## config.mk

```make
export PLATFORM = sky130hd
export DESIGN_NAME = gtm_timer_core
export DESIGN_NICKNAME = d
export VERILOG_FILES = /design/src/verilog/gtm_pkg.sv /design/src/verilog/gtm_timer_core.sv
export SDC_FILE = /design/constraint.sdc
export NUM_CORES = 1
export LEC_CHECK = 0
export ABC_CLOCK_PERIOD_IN_PS = 3800
export BUFFER_PORTS_ARGS = -buffer_cell sky130_fd_sc_hd__buf_2
export CAP_MARGIN = 15
export CORE_MARGIN = 2
export CORE_UTILIZATION = 54
export CTS_CLUSTER_SIZE = 24
export DETAILED_ROUTE_END_ITERATION = 7
export PLACE_DENSITY = 0.89
export SLEW_MARGIN = 20
export SYNTH_ARGS = -nofsm -noshare
export SYNTH_HDL_FRONTEND = slang
export SYNTH_SLANG_ARGS = --single-unit
export TNS_END_PERCENT = 100
```

## constraint.sdc

```tcl
create_clock -name clk -period 3.8 [get_ports clk]
set_clock_uncertainty 0.1 [all_clocks]
set_input_delay 0.76 -clock clk [delete_from_list [all_inputs] [get_ports clk]]
set_output_delay 0.76 -clock clk [all_outputs]
set_load 0.03 [all_outputs]
```

## src/verilog/gtm_pkg.sv

```systemverilog
// Package of the general timer: register map, field positions, modes and carriers.
// Assumes a single bus clock and an Avalon-MM slave port with byte addresses.
package gtm_pkg;

  localparam int CNT_W  = 16;
  localparam int ADDR_W = 5;
  localparam int DATA_W = 32;
  localparam int NPIN   = 6;

  // Register byte offsets.
  localparam logic [ADDR_W-1:0] OFF_CNTCFG = 5'h00;
  localparam logic [ADDR_W-1:0] OFF_MODE   = 5'h04;
  localparam logic [ADDR_W-1:0] OFF_TRIG   = 5'h08;
  localparam logic [ADDR_W-1:0] OFF_PSC    = 5'h0C;
  localparam logic [ADDR_W-1:0] OFF_RELOAD = 5'h10;
  localparam logic [ADDR_W-1:0] OFF_CNT    = 5'h14;
  localparam logic [ADDR_W-1:0] OFF_EVG    = 5'h18;
  localparam logic [ADDR_W-1:0] OFF_INTST  = 5'h1C;

  // Field positions.
  localparam int CFG_EN_BIT   = 0;
  localparam int CFG_DIR_BIT  = 1;
  localparam int CFG_CMS_LSB  = 4;
  localparam int CFG_UDIS_BIT = 8;
  localparam int MODE_SMS_LSB = 0;
  localparam int TRIG_TSEL_LSB = 0;
  localparam int EVG_UG_BIT   = 0;
  localparam int IST_UIF_BIT  = 0;
  localparam int IST_TIF_BIT  = 1;

  // Reset values.
  localparam logic [CNT_W-1:0] RELOAD_RST = 16'hFFFF;
  localparam logic [CNT_W-1:0] PSC_RST    = 16'h0000;
  localparam logic [CNT_W-1:0] CNT_RST    = 16'h0000;

  typedef enum logic [1:0] {
    GTM_CMS_EDGE = 2'h0,
    GTM_CMS_UDF  = 2'h1,
    GTM_CMS_OVF  = 2'h2,
    GTM_CMS_BOTH = 2'h3
  } gtm_cms_t;

  typedef enum logic [2:0] {
    GTM_SM_OFF     = 3'h0,
    GTM_SM_QUAD0   = 3'h1,
    GTM_SM_QUAD1   = 3'h2,
    GTM_SM_QUAD01  = 3'h3,
    GTM_SM_RESTART = 3'h4,
    GTM_SM_PAUSE   = 3'h5,
    GTM_SM_TRIGGER = 3'h6,
    GTM_SM_EVENT   = 3'h7
  } gtm_sms_t;

  typedef enum logic [2:0] {
    GTM_TS_SOFT  = 3'h0,
    GTM_TS_CH0   = 3'h1,
    GTM_TS_CH1   = 3'h2,
    GTM_TS_CH0BE = 3'h3,
    GTM_TS_ITI0  = 3'h4,
    GTM_TS_ITI1  = 3'h5,
    GTM_TS_ITI2  = 3'h6,
    GTM_TS_ITI3  = 3'h7
  } gtm_tsel_t;

  // Software-visible configuration held by the core.
  typedef struct packed {
    logic             en;
    logic             udis;
    gtm_cms_t         cms;
    gtm_sms_t         sms;
    gtm_tsel_t        tsel;
    logic [CNT_W-1:0] psc;
    logic [CNT_W-1:0] reload;
  } gtm_cfg_t;

  // Timer events presented to the rest of the timer.
  typedef struct packed {
    logic update;
    logic trigger;
    logic update_flag;
    logic trigger_flag;
  } gtm_evt_t;

endpackage : gtm_pkg

```

## src/verilog/gtm_timer_core.sv

```systemverilog
// Counter, prescaler, clock selection, trigger selection and slave controller of the
// general timer, with its Avalon-MM register slave. One bus clock drives everything;
// pins and inputs from other timers arrive asynchronously and are synchronised here.
//
// Added by the designer: the Avalon-MM interface to the registers and the address map.
`timescale 1ns/100ps

module gtm_timer_core #(
  parameter int CNT_W = gtm_pkg::CNT_W
) (
  input  wire logic                        clk,
  input  wire logic                        sys_rst,
  input  wire logic [gtm_pkg::ADDR_W-1:0]  avs_address,
  input  wire logic                        avs_read,
  input  wire logic                        avs_write,
  input  wire logic [gtm_pkg::DATA_W-1:0]  avs_writedata,
  input  wire logic [3:0]                  avs_byteenable,
  output logic      [gtm_pkg::DATA_W-1:0]  avs_readdata,
  output logic                             avs_waitrequest,
  input  wire logic                        channel0_pin,
  input  wire logic                        channel1_pin,
  input  wire logic [3:0]                  internal_timer_input,
  output logic      [CNT_W-1:0]            counter_value,
  output logic                             count_dir,
  output gtm_pkg::gtm_evt_t                timer_events
);

  // ---------------------------------------------------------------- input sync
  logic [gtm_pkg::NPIN-1:0] pins;
  logic [gtm_pkg::NPIN-1:0] sync1_reg;
  logic [gtm_pkg::NPIN-1:0] sync2_reg;
  logic [gtm_pkg::NPIN-1:0] prev_reg;

  assign pins = {internal_timer_input, channel1_pin, channel0_pin};

  genvar gi;
  generate
    for (gi = 0; gi < gtm_pkg::NPIN; gi++) begin : g_sync
      always_ff @(posedge clk) begin
        if (sys_rst) begin
          sync1_reg[gi] <= 1'b0;
          sync2_reg[gi] <= 1'b0;
          prev_reg[gi]  <= 1'b0;
        end else begin
          sync1_reg[gi] <= pins[gi];
          sync2_reg[gi] <= sync1_reg[gi];
          prev_reg[gi]  <= sync2_reg[gi];
        end
      end
    end
  endgenerate

  // ---------------------------------------------------------------- bus handshake
  logic                       ack_reg;
  logic                       ack_next;
  logic [gtm_pkg::DATA_W-1:0] rdata_reg;
  logic [gtm_pkg::DATA_W-1:0] rdata_next;
  logic                       wr_go;

  // Every access waits exactly one cycle, so read data always comes from a flop.
  assign avs_waitrequest = (avs_read | avs_write) & ~ack_reg;
  assign avs_readdata    = rdata_reg;
  assign wr_go           = avs_write & ack_reg;

  function automatic logic [gtm_pkg::DATA_W-1:0] be_merge(
    input logic [gtm_pkg::DATA_W-1:0] old_v,
    input logic [gtm_pkg::DATA_W-1:0] new_v,
    input logic [3:0]                 be
  );
    logic [gtm_pkg::DATA_W-1:0] res;
    res = old_v;
    for (int b = 0; b < 4; b++) begin
      if (be[b]) begin
        res[b*8 +: 8] = new_v[b*8 +: 8];
      end
    end
    return res;
  endfunction

  // ---------------------------------------------------------------- core state
  gtm_pkg::gtm_cfg_t cfg_reg;
  gtm_pkg::gtm_cfg_t cfg_next;
  logic [CNT_W-1:0]  cnt_reg;
  logic [CNT_W-1:0]  cnt_next;
  logic [CNT_W-1:0]  psc_cnt_reg;
  logic [CNT_W-1:0]  psc_cnt_next;
  logic [CNT_W-1:0]  psc_act_reg;
  logic [CNT_W-1:0]  psc_act_next;
  logic              dir_reg;
  logic              dir_next;
  logic              trig_prev_reg;
  logic              trig_prev_next;
  gtm_pkg::gtm_evt_t evt_reg;
  gtm_pkg::gtm_evt_t evt_next;

  assign counter_value = cnt_reg;
  assign count_dir     = dir_reg;
  assign timer_events  = evt_reg;

  // Register read mux.
  always_comb begin
    ack_next   = (avs_read | avs_write) & ~ack_reg;
    rdata_next = '0;
    if (avs_read) begin
      unique case (avs_address)
        gtm_pkg::OFF_CNTCFG: begin
          rdata_next[gtm_pkg::CFG_EN_BIT]                 = cfg_reg.en;
          rdata_next[gtm_pkg::CFG_DIR_BIT]                = dir_reg;
          rdata_next[gtm_pkg::CFG_CMS_LSB +: 2]           = cfg_reg.cms;
          rdata_next[gtm_pkg::CFG_UDIS_BIT]               = cfg_reg.udis;
        end
        gtm_pkg::OFF_MODE:   rdata_next[gtm_pkg::MODE_SMS_LSB +: 3]  = cfg_reg.sms;
        gtm_pkg::OFF_TRIG:   rdata_next[gtm_pkg::TRIG_TSEL_LSB +: 3] = cfg_reg.tsel;
        gtm_pkg::OFF_PSC:    rdata_next[CNT_W-1:0] = cfg_reg.psc;
        gtm_pkg::OFF_RELOAD: rdata_next[CNT_W-1:0] = cfg_reg.reload;
        gtm_pkg::OFF_CNT:    rdata_next[CNT_W-1:0] = cnt_reg;
        gtm_pkg::OFF_INTST: begin
          rdata_next[gtm_pkg::IST_UIF_BIT] = evt_reg.update_flag;
          rdata_next[gtm_pkg::IST_TIF_BIT] = evt_reg.trigger_flag;
        end
        default: rdata_next = '0;
      endcase
    end
  end

  always_ff @(posedge clk) begin
    if (sys_rst) begin
      ack_reg   <= 1'b0;
      rdata_reg <= '0;
    end else begin
      ack_reg   <= ack_next;
      rdata_reg <= rdata_next;
    end
  end

  // ---------------------------------------------------------------- timer core
  logic [gtm_pkg::DATA_W-1:0] wmerged;
  logic              sw_ug;
  logic              quad_mode;
  logic              center_mode;
  logic              trig_lvl;
  logic              trig_edge;
  logic              tick;
  logic              tick_dir;
  logic              q_up;
  logic              q_dn;
  logic              step;
  logic              ovf;
  logic              udf;
  logic              upd_req;
  logic              reinit;
  logic              upd_evt;
  logic              trig_evt;
  logic              run;
  logic              s0;
  logic              s1;
  logic              r0;
  logic              f0;
  logic              r1;
  logic              f1;

  always_comb begin
    cfg_next       = cfg_reg;
    cnt_next       = cnt_reg;
    psc_cnt_next   = psc_cnt_reg;
    psc_act_next   = psc_act_reg;
    dir_next       = dir_reg;
    evt_next       = evt_reg;
    wmerged        = '0;
    tick           = 1'b0;
    tick_dir       = dir_reg;
    q_up           = 1'b0;
    q_dn           = 1'b0;
    step           = 1'b0;
    ovf            = 1'b0;
    udf            = 1'b0;
    reinit         = 1'b0;
    upd_req        = 1'b0;
    trig_evt       = 1'b0;
    run            = cfg_reg.en;
    trig_lvl       = 1'b0;

    s0 = sync2_reg[0];
    s1 = sync2_reg[1];
    r0 = s0 & ~prev_reg[0];
    f0 = ~s0 & prev_reg[0];
    r1 = s1 & ~prev_reg[1];
    f1 = ~s1 & prev_reg[1];

    sw_ug = wr_go && avs_address == gtm_pkg::OFF_EVG && avs_byteenable[0]
            && avs_writedata[gtm_pkg::EVG_UG_BIT];
    quad_mode   = cfg_reg.sms inside {gtm_pkg::GTM_SM_QUAD0, gtm_pkg::GTM_SM_QUAD1,
                                      gtm_pkg::GTM_SM_QUAD01};
    center_mode = cfg_reg.cms != gtm_pkg::GTM_CMS_EDGE;

    // Trigger level mux; only the level path can see the software update bit.
    unique case (cfg_reg.tsel)
      gtm_pkg::GTM_TS_SOFT:  trig_lvl = sw_ug;
      gtm_pkg::GTM_TS_CH0:   trig_lvl = s0;
      gtm_pkg::GTM_TS_CH1:   trig_lvl = s1;
      gtm_pkg::GTM_TS_CH0BE: trig_lvl = r0 | f0;
      gtm_pkg::GTM_TS_ITI0:  trig_lvl = sync2_reg[2];
      gtm_pkg::GTM_TS_ITI1:  trig_lvl = sync2_reg[3];
      gtm_pkg::GTM_TS_ITI2:  trig_lvl = sync2_reg[4];
      gtm_pkg::GTM_TS_ITI3:  trig_lvl = sync2_reg[5];
    endcase
    trig_prev_next = trig_lvl;
    trig_edge = trig_lvl & ~trig_prev_reg & (cfg_reg.tsel != gtm_pkg::GTM_TS_SOFT);

    // Quadrature direction decoding per transition.
    if (cfg_reg.sms == gtm_pkg::GTM_SM_QUAD0 || cfg_reg.sms == gtm_pkg::GTM_SM_QUAD01) begin
      q_up = (r0 & ~s1) | (f0 & s1);
      q_dn = (r0 & s1) | (f0 & ~s1);
    end
    if (cfg_reg.sms == gtm_pkg::GTM_SM_QUAD1 || cfg_reg.sms == gtm_pkg::GTM_SM_QUAD01) begin
      q_up = q_up | (r1 & s0) | (f1 & ~s0);
      q_dn = q_dn | (r1 & ~s0) | (f1 & s0);
    end

    // Clock source selection for the prescaler.
    unique case (cfg_reg.sms)
      gtm_pkg::GTM_SM_OFF, gtm_pkg::GTM_SM_RESTART,
      gtm_pkg::GTM_SM_PAUSE, gtm_pkg::GTM_SM_TRIGGER: tick = 1'b1;
      gtm_pkg::GTM_SM_QUAD0, gtm_pkg::GTM_SM_QUAD1, gtm_pkg::GTM_SM_QUAD01: begin
        tick     = q_up | q_dn;
        tick_dir = q_dn;
      end
      gtm_pkg::GTM_SM_EVENT: tick = trig_edge;
    endcase

    if (cfg_reg.sms == gtm_pkg::GTM_SM_PAUSE) begin
      run = cfg_reg.en & trig_lvl;
    end

    if (quad_mode && tick) begin
      dir_next = tick_dir;
    end

    // Prescaler: divides by psc_act_reg plus one.
    if (run && tick) begin
      if (psc_cnt_reg >= psc_act_reg) begin
        psc_cnt_next = '0;
        step         = 1'b1;
      end else begin
        psc_cnt_next = psc_cnt_reg + 16'h0001;
      end
    end

    if (step) begin
      if (center_mode && !quad_mode) begin
        if (!dir_reg) begin
          cnt_next = (cnt_reg >= cfg_reg.reload) ? cfg_reg.reload : cnt_reg + 16'h0001;
          if (cnt_next == cfg_reg.reload) begin
            ovf      = 1'b1;
            dir_next = 1'b1;
          end
        end else begin
          cnt_next = (cnt_reg == '0) ? '0 : cnt_reg - 16'h0001;
          if (cnt_next == '0) begin
            udf      = 1'b1;
            dir_next = 1'b0;
          end
        end
      end else if (!tick_dir) begin
        if (cnt_reg >= cfg_reg.reload) begin
          cnt_next = '0;
          ovf      = 1'b1;
        end else begin
          cnt_next = cnt_reg + 16'h0001;
        end
      end else begin
        if (cnt_reg == '0) begin
          cnt_next = cfg_reg.reload;
          udf      = 1'b1;
        end else begin
          cnt_next = cnt_reg - 16'h0001;
        end
      end
    end

    // Slave controller reactions to the trigger edge.
    if (trig_edge) begin
      unique case (cfg_reg.sms)
        gtm_pkg::GTM_SM_RESTART: begin
          trig_evt = 1'b1;
          upd_req  = 1'b1;
        end
        gtm_pkg::GTM_SM_TRIGGER: begin
          trig_evt = 1'b1;
          cfg_next.en = 1'b1;
        end
        gtm_pkg::GTM_SM_PAUSE: trig_evt = 1'b1;
        default: trig_evt = 1'b0;
      endcase
    end

    // Register writes; direction is only software-owned in plain edge modes.
    if (wr_go) begin
      unique case (avs_address)
        gtm_pkg::OFF_CNTCFG: begin
          wmerged = be_merge({23'h0, cfg_reg.udis, 2'h0, cfg_reg.cms, 2'h0, dir_reg,
                              cfg_reg.en}, avs_writedata, avs_byteenable);
          if (!(cfg_reg.sms == gtm_pkg::GTM_SM_TRIGGER && trig_edge)) begin
            cfg_next.en = wmerged[gtm_pkg::CFG_EN_BIT];
          end
          cfg_next.udis = wmerged[gtm_pkg::CFG_UDIS_BIT];
          cfg_next.cms  = gtm_pkg::gtm_cms_t'(wmerged[gtm_pkg::CFG_CMS_LSB +: 2]);
          if (!center_mode && !quad_mode) begin
            dir_next = wmerged[gtm_pkg::CFG_DIR_BIT];
          end
        end
        gtm_pkg::OFF_MODE: begin
          wmerged = be_merge({29'h0, cfg_reg.sms}, avs_writedata, avs_byteenable);
          cfg_next.sms = gtm_pkg::gtm_sms_t'(wmerged[gtm_pkg::MODE_SMS_LSB +: 3]);
        end
        gtm_pkg::OFF_TRIG: begin
          wmerged = be_merge({29'h0, cfg_reg.tsel}, avs_writedata, avs_byteenable);
          cfg_next.tsel = gtm_pkg::gtm_tsel_t'(wmerged[gtm_pkg::TRIG_TSEL_LSB +: 3]);
        end
        gtm_pkg::OFF_PSC: begin
          wmerged = be_merge({16'h0, cfg_reg.psc}, avs_writedata, avs_byteenable);
          cfg_next.psc = wmerged[CNT_W-1:0];
        end
        gtm_pkg::OFF_RELOAD: begin
          wmerged = be_merge({16'h0, cfg_reg.reload}, avs_writedata, avs_byteenable);
          cfg_next.reload = wmerged[CNT_W-1:0];
        end
        gtm_pkg::OFF_CNT: begin
          wmerged  = be_merge({16'h0, cnt_reg}, avs_writedata, avs_byteenable);
          cnt_next = wmerged[CNT_W-1:0];
        end
        default: wmerged = '0;
      endcase
    end

    if (sw_ug) begin
      upd_req = 1'b1;
    end

    // Reinitialisation always happens; the update event itself obeys the disable bit.
    reinit  = upd_req;
    upd_evt = ~cfg_reg.udis & (upd_req | ovf | udf);
    if (center_mode && !quad_mode && !upd_req) begin
      upd_evt = ~cfg_reg.udis &
                ((ovf & cfg_reg.cms[1]) | (udf & cfg_reg.cms[0]));
    end

    if (reinit) begin
      psc_cnt_next = '0;
      if (center_mode || !dir_next) begin
        cnt_next = '0;
      end else begin
        cnt_next = cfg_reg.reload;
      end
    end

    // The prescale ratio is preloaded and takes effect at the update event.
    if (upd_evt) begin
      psc_act_next = cfg_reg.psc;
    end

    // Set wins over a write-one clear in the same cycle.
    evt_next.update  = upd_evt;
    evt_next.trigger = trig_evt;
    if (wr_go && avs_address == gtm_pkg::OFF_INTST && avs_byteenable[0]) begin
      evt_next.update_flag  = evt_reg.update_flag & ~avs_writedata[gtm_pkg::IST_UIF_BIT];
      evt_next.trigger_flag = evt_reg.trigger_flag & ~avs_writedata[gtm_pkg::IST_TIF_BIT];
    end
    evt_next.update_flag  = evt_next.update_flag | upd_evt;
    evt_next.trigger_flag = evt_next.trigger_flag | trig_evt;
  end

  always_ff @(posedge clk) begin
    if (sys_rst) begin
      cfg_reg       <= '{en: 1'b0, udis: 1'b0, cms: gtm_pkg::GTM_CMS_EDGE,
                         sms: gtm_pkg::GTM_SM_OFF, tsel: gtm_pkg::GTM_TS_SOFT,
                         psc: gtm_pkg::PSC_RST, reload: gtm_pkg::RELOAD_RST};
      cnt_reg       <= gtm_pkg::CNT_RST;
      psc_cnt_reg   <= '0;
      psc_act_reg   <= gtm_pkg::PSC_RST;
      dir_reg       <= 1'b0;
      trig_prev_reg <= 1'b0;
      evt_reg       <= '0;
    end else begin
      cfg_reg       <= cfg_next;
      cnt_reg       <= cnt_next;
      psc_cnt_reg   <= psc_cnt_next;
      psc_act_reg   <= psc_act_next;
      dir_reg       <= dir_next;
      trig_prev_reg <= trig_prev_next;
      evt_reg       <= evt_next;
    end
  end

endmodule // gtm_timer_core
```

# == Yosys cells after proc, flatten, opt, wreduce, memory -nomap -nowiden ==
# Index checks and enable logic that the tools add are counted.
# classes
order_cmp,2
n_addsub,3
n_eq_ne,25
n_reduce_logical,39
mux,77
bitwise,47
# ops
op,n
2-to-1 mux 16 bit,15
2-to-1 mux 8 bit,6
2-to-1 mux 42 bit,1
2-to-1 mux 1 bit,39
adder 16 x 1 -> 16 bit (second input constant),2
>= comparator 16 bit,2
zero test 16 bit,2
== test 3 bit (second input constant),8
AND reduction 3 bit,8
AND 1 bit,23
one-hot mux 7 bit (3 select lines),1
== test 5 bit (second input constant),4
== test 16 bit,1
subtractor 16 x 1 -> 16 bit (second input constant),1
OR 1 bit,14
one-hot mux 2 bit (7 select lines),1
== test 3 x 2 -> 1 bit (second input constant),4
2-to-1 mux 3 bit,4
inequality test 4 bit (second input constant),3
logical AND 1 bit,11
== test 5 x 4 -> 1 bit (second input constant),2
NOT 1 bit,10
one-hot mux 1 bit (8 select lines),1
one-hot mux 2 bit (4 select lines),1
other kinds (18),29
# totals
inputBits,51
register_bits,143

# == Logic depth before layout (Yosys ltp) ==
# depth
depth_word,23
depth_mapped,14

# == Worst setup path after synthesis ==
# OpenSTA, ideal clock, no wires.
# synth_timing
kind,flip-flop to flip-flop
from,register cnt_reg[0] (netlist: counter_value[0])
to,register psc_act_reg[2]
path_buffers,3
setup_time_ns,0.087
path_stages_with_launch,14
synth_period_minus_slack_ns,3.838
arrival_ns,3.651
path_slack_ns,-0.038
cell_sequence,dfxtp_1 clkbuf_1 inv_1 ha_1 nand2b_1 a2111o_1 a41oi_1 nand4_1 a211oi_1 a2111oi_4 o21a_1 buf_6 buf_12 o31ai_1
# synth_via
elab_chain_len,11
word_cells_on_any_way,28
classes_between,2 x add/sub; 1 x order compare; 1 x eq/ne; 15 x mux; 7 x bitwise; 2 x reduce/logical
# synth_rtl
element,line,source
"start, declared",gtm_timer_core.sv:83,logic [CNT_W-1:0] cnt_reg;
"start signal, assigned",gtm_timer_core.sv:378,cnt_reg <= gtm_pkg::CNT_RST;
"start signal, assigned",gtm_timer_core.sv:386,cnt_reg <= cnt_next;
adder 16 x 1 -> 16 bit (tied with other cells),gtm_timer_core.sv:252,cnt_next = (cnt_reg >= cfg_reg.reload) ? cfg_reg.reload : cnt_reg + 16'h0001;
2-to-1 mux 16 bit (on tied branches),"gtm_timer_core.sv:252, gtm_timer_core.sv:258",
== test 16 bit / zero test 16 bit (equally long branches),"gtm_timer_core.sv:253, gtm_timer_core.sv:259",
2-to-1 mux 1 bit (on tied branches),"gtm_timer_core.sv:253, gtm_timer_core.sv:259",
2-to-1 mux 1 bit,gtm_timer_core.sv:251,if (!dir_reg) begin
2-to-1 mux 1 bit,gtm_timer_core.sv:250,if (center_mode && !quad_mode) begin
2-to-1 mux 1 bit,gtm_timer_core.sv:249,if (step) begin
OR 1 bit / AND 1 bit (equally long branches),"gtm_timer_core.sv:342, gtm_timer_core.sv:345",
OR 1 bit (on tied branches),"gtm_timer_core.sv:342, gtm_timer_core.sv:345",
AND 1 bit (on tied branches),"gtm_timer_core.sv:342, gtm_timer_core.sv:344",
2-to-1 mux 1 bit *,gtm_timer_core.sv:343,if (center_mode && !quad_mode && !upd_req) begin
"end signal, assigned",gtm_timer_core.sv:380,psc_act_reg <= gtm_pkg::PSC_RST;
"end signal, assigned",gtm_timer_core.sv:388,psc_act_reg <= psc_act_next;
"end, declared",gtm_timer_core.sv:87,logic [CNT_W-1:0] psc_act_reg;
# Mark *: on every way between the ends. The rest lies on a longest branch, timed or not.
# A chain may end at the register's enable or synchronous reset.

# == Worst setup path after layout ==
# layout_timing
from,register cfg_reg[14] (netlist name)
to,register cnt_reg[7] (netlist: counter_value[7])
# layout_via
elab_chain_len,14
word_cells_on_any_way,21
classes_between,1 x order compare; 1 x eq/ne; 17 x mux; 2 x reduce/logical
# layout_rtl
element,line,source
"start, declared",gtm_timer_core.sv:81,gtm_pkg::gtm_cfg_t cfg_reg;
"start signal, assigned",gtm_timer_core.sv:375,"cfg_reg <= '{en: 1'b0, udis: 1'b0, cms: gtm_pkg::GTM_CMS_EDGE,"
"start signal, assigned",gtm_timer_core.sv:385,cfg_reg <= cfg_next;
>= comparator 16 bit,"gtm_timer_core.sv:252, gtm_timer_core.sv:265",
2-to-1 mux 16 bit,gtm_timer_core.sv:252,
== test 16 bit,gtm_timer_core.sv:253,if (cnt_next == cfg_reg.reload) begin
2-to-1 mux 1 bit,gtm_timer_core.sv:253,
2-to-1 mux 1 bit,gtm_timer_core.sv:251,
2-to-1 mux 1 bit,gtm_timer_core.sv:250,
2-to-1 mux 1 bit,gtm_timer_core.sv:249,
2-to-1 mux 1 bit,gtm_timer_core.sv:308,if (!center_mode && !quad_mode) begin
2-to-1 mux 1 bit,gtm_timer_core.sv:299,unique case (avs_address)
2-to-1 mux 1 bit,gtm_timer_core.sv:298,if (wr_go) begin
zero test 1 bit,gtm_timer_core.sv:350,if (center_mode || !dir_next) begin
logical OR 1 bit,gtm_timer_core.sv:350,
2-to-1 mux 16 bit,gtm_timer_core.sv:350,
2-to-1 mux 16 bit *,gtm_timer_core.sv:348,if (reinit) begin
# Marks and branches as above.

==> impl_metrics.ini <==
[global_route]
overflow = 0
antenna_found_initial = 0
grt_usage_pct = 35.3
grt_pass1_wl_um = 46100
grt_pass1_vias = 8566
grt_max_degree = 58

[cells_and_area]
nets = 1254
final_common_cell = dfxtp_1
syn_to_final_growth_pct = 16.6
num_antenna_cells = 0
finalInstanceArea_um2 = 9950
fillers = 1306
mostFrequentLayoutCells = dfxtp_1 (127), nand2_1 (122), nor2_1 (72)
largest_reg_flops = 42
fin_util_pct = 65.0
drive_gt1_share_pct = 16.9

[clock_tree]
post-cts-setup-buffers = 0
clkSinkCount = 127
htree_levels = 4
clk_transition_reported_paths_ps = 60
clk_path_buf_depth = 2
cts_resized = 0
clock_latency_ps = 430
cts_hold_buf = 0
tritoncts = yes
clockRootBuffer = clkbuf_16
cts-buffers-inserted = 17

[worst_setup_path]
critPathMaxStageDelay_ps = 490
cpMaxStageDelayCell = a2111oi_0
path_buf_inv = 2
crit_family = compound AO/OA/AOI/OAI gates
worstPathRequired_ps = 3980
rr_worst_depth = 11
worstSetupPathDepth = 11
cp_max_fo = 7
end_kind = flop
critical_path_class = flop to flop
cp_cell_sequence = inv_1 -> ha_1 -> a21oi_1 -> a21boi_0 -> a311o_1 -> nor2_1 -> buf_4 -> a32o_1 -> a2111oi_0 -> nor4_1 -> o21bai_1
cp.arrival_ps = 3880
cp-start-kind = flop

[yosys]
async_flop_share_pct = 0
netlist_area_um2 = 8530
synth_ff_type = dfxtp_1
yosys_warnings = 0
synth_cell_type_count = 80
yosysSeqAreaShare_pct = 29.8
synth-seq-cells = 127
synth-edff-count = 0
avgSynthCellArea_um2 = 7.88
synthCells = 1083

[sta]
setup_ws_ps = 103
fmax_mhz = 271
hold_viol = 0
fin_tns_setup_ps = 0
finalSetupViolations = 0
max_slew_margin_pct = 39.3
post-route-period-util_pct = 97.3
grt_setup_unrepaired = no
drv_slew = 0
tightestPinTransition_ps = 905
period_needed_ps = 3700

[pwr]
clkPwrFrac_pct = 50.6
power.density_nw_per_um2 = 334
leakagePower_nw = 3.95
p_comb_share_pct = 8.7
pwr-share-seq_pct = 40.6
swShare_pct = 25.2
power.total_mw = 3.32
power.internal_mw = 2.48
ir_drop_v = 0.000314
p_sw_mw = 0.837

[outcome]
outcome = finished, violations left
violations = DRC

[detailed_routing]
vias = 9265
via_per_inst = 6.67
wl_um = 29100
drtPass1Iterations = 8
avgRoutedWirePerCell_um = 21.0
ant_nets = 0
drcViolationCount = 1
drtIter0Drc = 1538

[job]
drv_cap = 0

[hold_path]
holdCritPathClass = flop to flop
whs_path_depth = 1

[die]
die_area_um2 = 16800
start_util_pct = 55.7
rows = 45
chipWidth_um = 130
io_pins = 105
die_y_um = 130
core_area_um2 = 15300

[placed_design]
placed_area_um2 = 9340
dp_hpwl_um = 20800
place_ws_ps = 231
portBuffers = 70
routabilityCongestion = 0.984
-- per-stage QoR --
stage          hold WS (ps)  cells
2_1_floorplan           314   1098
3_3_place_gp            316   1357
3_5_place_dp            323   1357
4_1_cts                 337   1389
5_1_grt                 354   1389
6_report                335   1389
-- Yosys cell counts, drive strengths merged (7+ instances only) --
master	instances	area, um^2
a31oi	11	68.8
xor2	18	158
nand4	36	225
nor2b	20	125
nor4	19	125
or3	13	81.3
o31ai	10	75.1
o221ai	7	61.3
nand2b	9	56.3
nor2	72	270
nand2	123	464
o211ai	26	195
o21ai	41	205
nand3	44	225
a21oi	67	339
dfxtp	127	2540
and2	9	56.3
clkbuf	66	248
buf	28	206
ha	38	475
and3	10	62.6
nor3	35	175
nor3b	8	60.1
a211oi	10	75.1
a211o	9	78.8
a222oi	15	150
inv	46	173
xnor2	27	236
a221o	12	120
mux2i	40	400
-- path summary, 6_finish.rpt --
kind	start	endpoint	slack, ps
min reg2reg	sync1_reg[4]	sync2_reg[4]	340
max reg2reg	cfg_reg[14]	counter_value[7]	100
min	sync1_reg[4]	sync2_reg[4]	340
max	cfg_reg[14]	counter_value[7]	100
-- cell families after synthesis --
kind of cell | after synthesis | synth area share, %
simple gates | 415 | 24.2
xor+xnor | 46 | 4.88
compound gates | 273 | 23.1
buf+inv | 140 | 7.35
fa+ha+maj | 38 | 5.57
flops | 127 | 29.8
mux | 43 | 5.09
other cells | 1 | 0.0439
-- power groups by stage --
stage	Sequential (mW)	Clock [mW]	Combinational [mW]
2_1_floorplan	1.38	0	0.184
3_3_place_gp	1.38	0	0.273
3_5_place_dp	1.38	0	0.275
4_1_cts	1.35	1.68	0.278
5_1_grt	1.35	1.75	0.303
6_report	1.35	1.68	0.290
-- per-layer routing --
metal  vias to the layer above  GRT usage, %  wire (um)
li1                       4142             -          -
met5                         -          1.18          0
met3                       154          8.32       3440
met1                      4298          46.5      11300
met4                         0          17.7       1660
met2                       671          54.2      12700
-- area by class of cell --
cell class,instances,area [um^2],area share [%]
multi-input cells,831,5450,54.8
repair buffers,142,916,9.21
inverters,46,173,1.74
clock buffers,20,447,4.49
well taps,211,264,2.65
flip-flops and latches,127,2540,25.6
clock inverters,12,159,1.60
No activity file was read; power rests on OpenSTA's default activity.
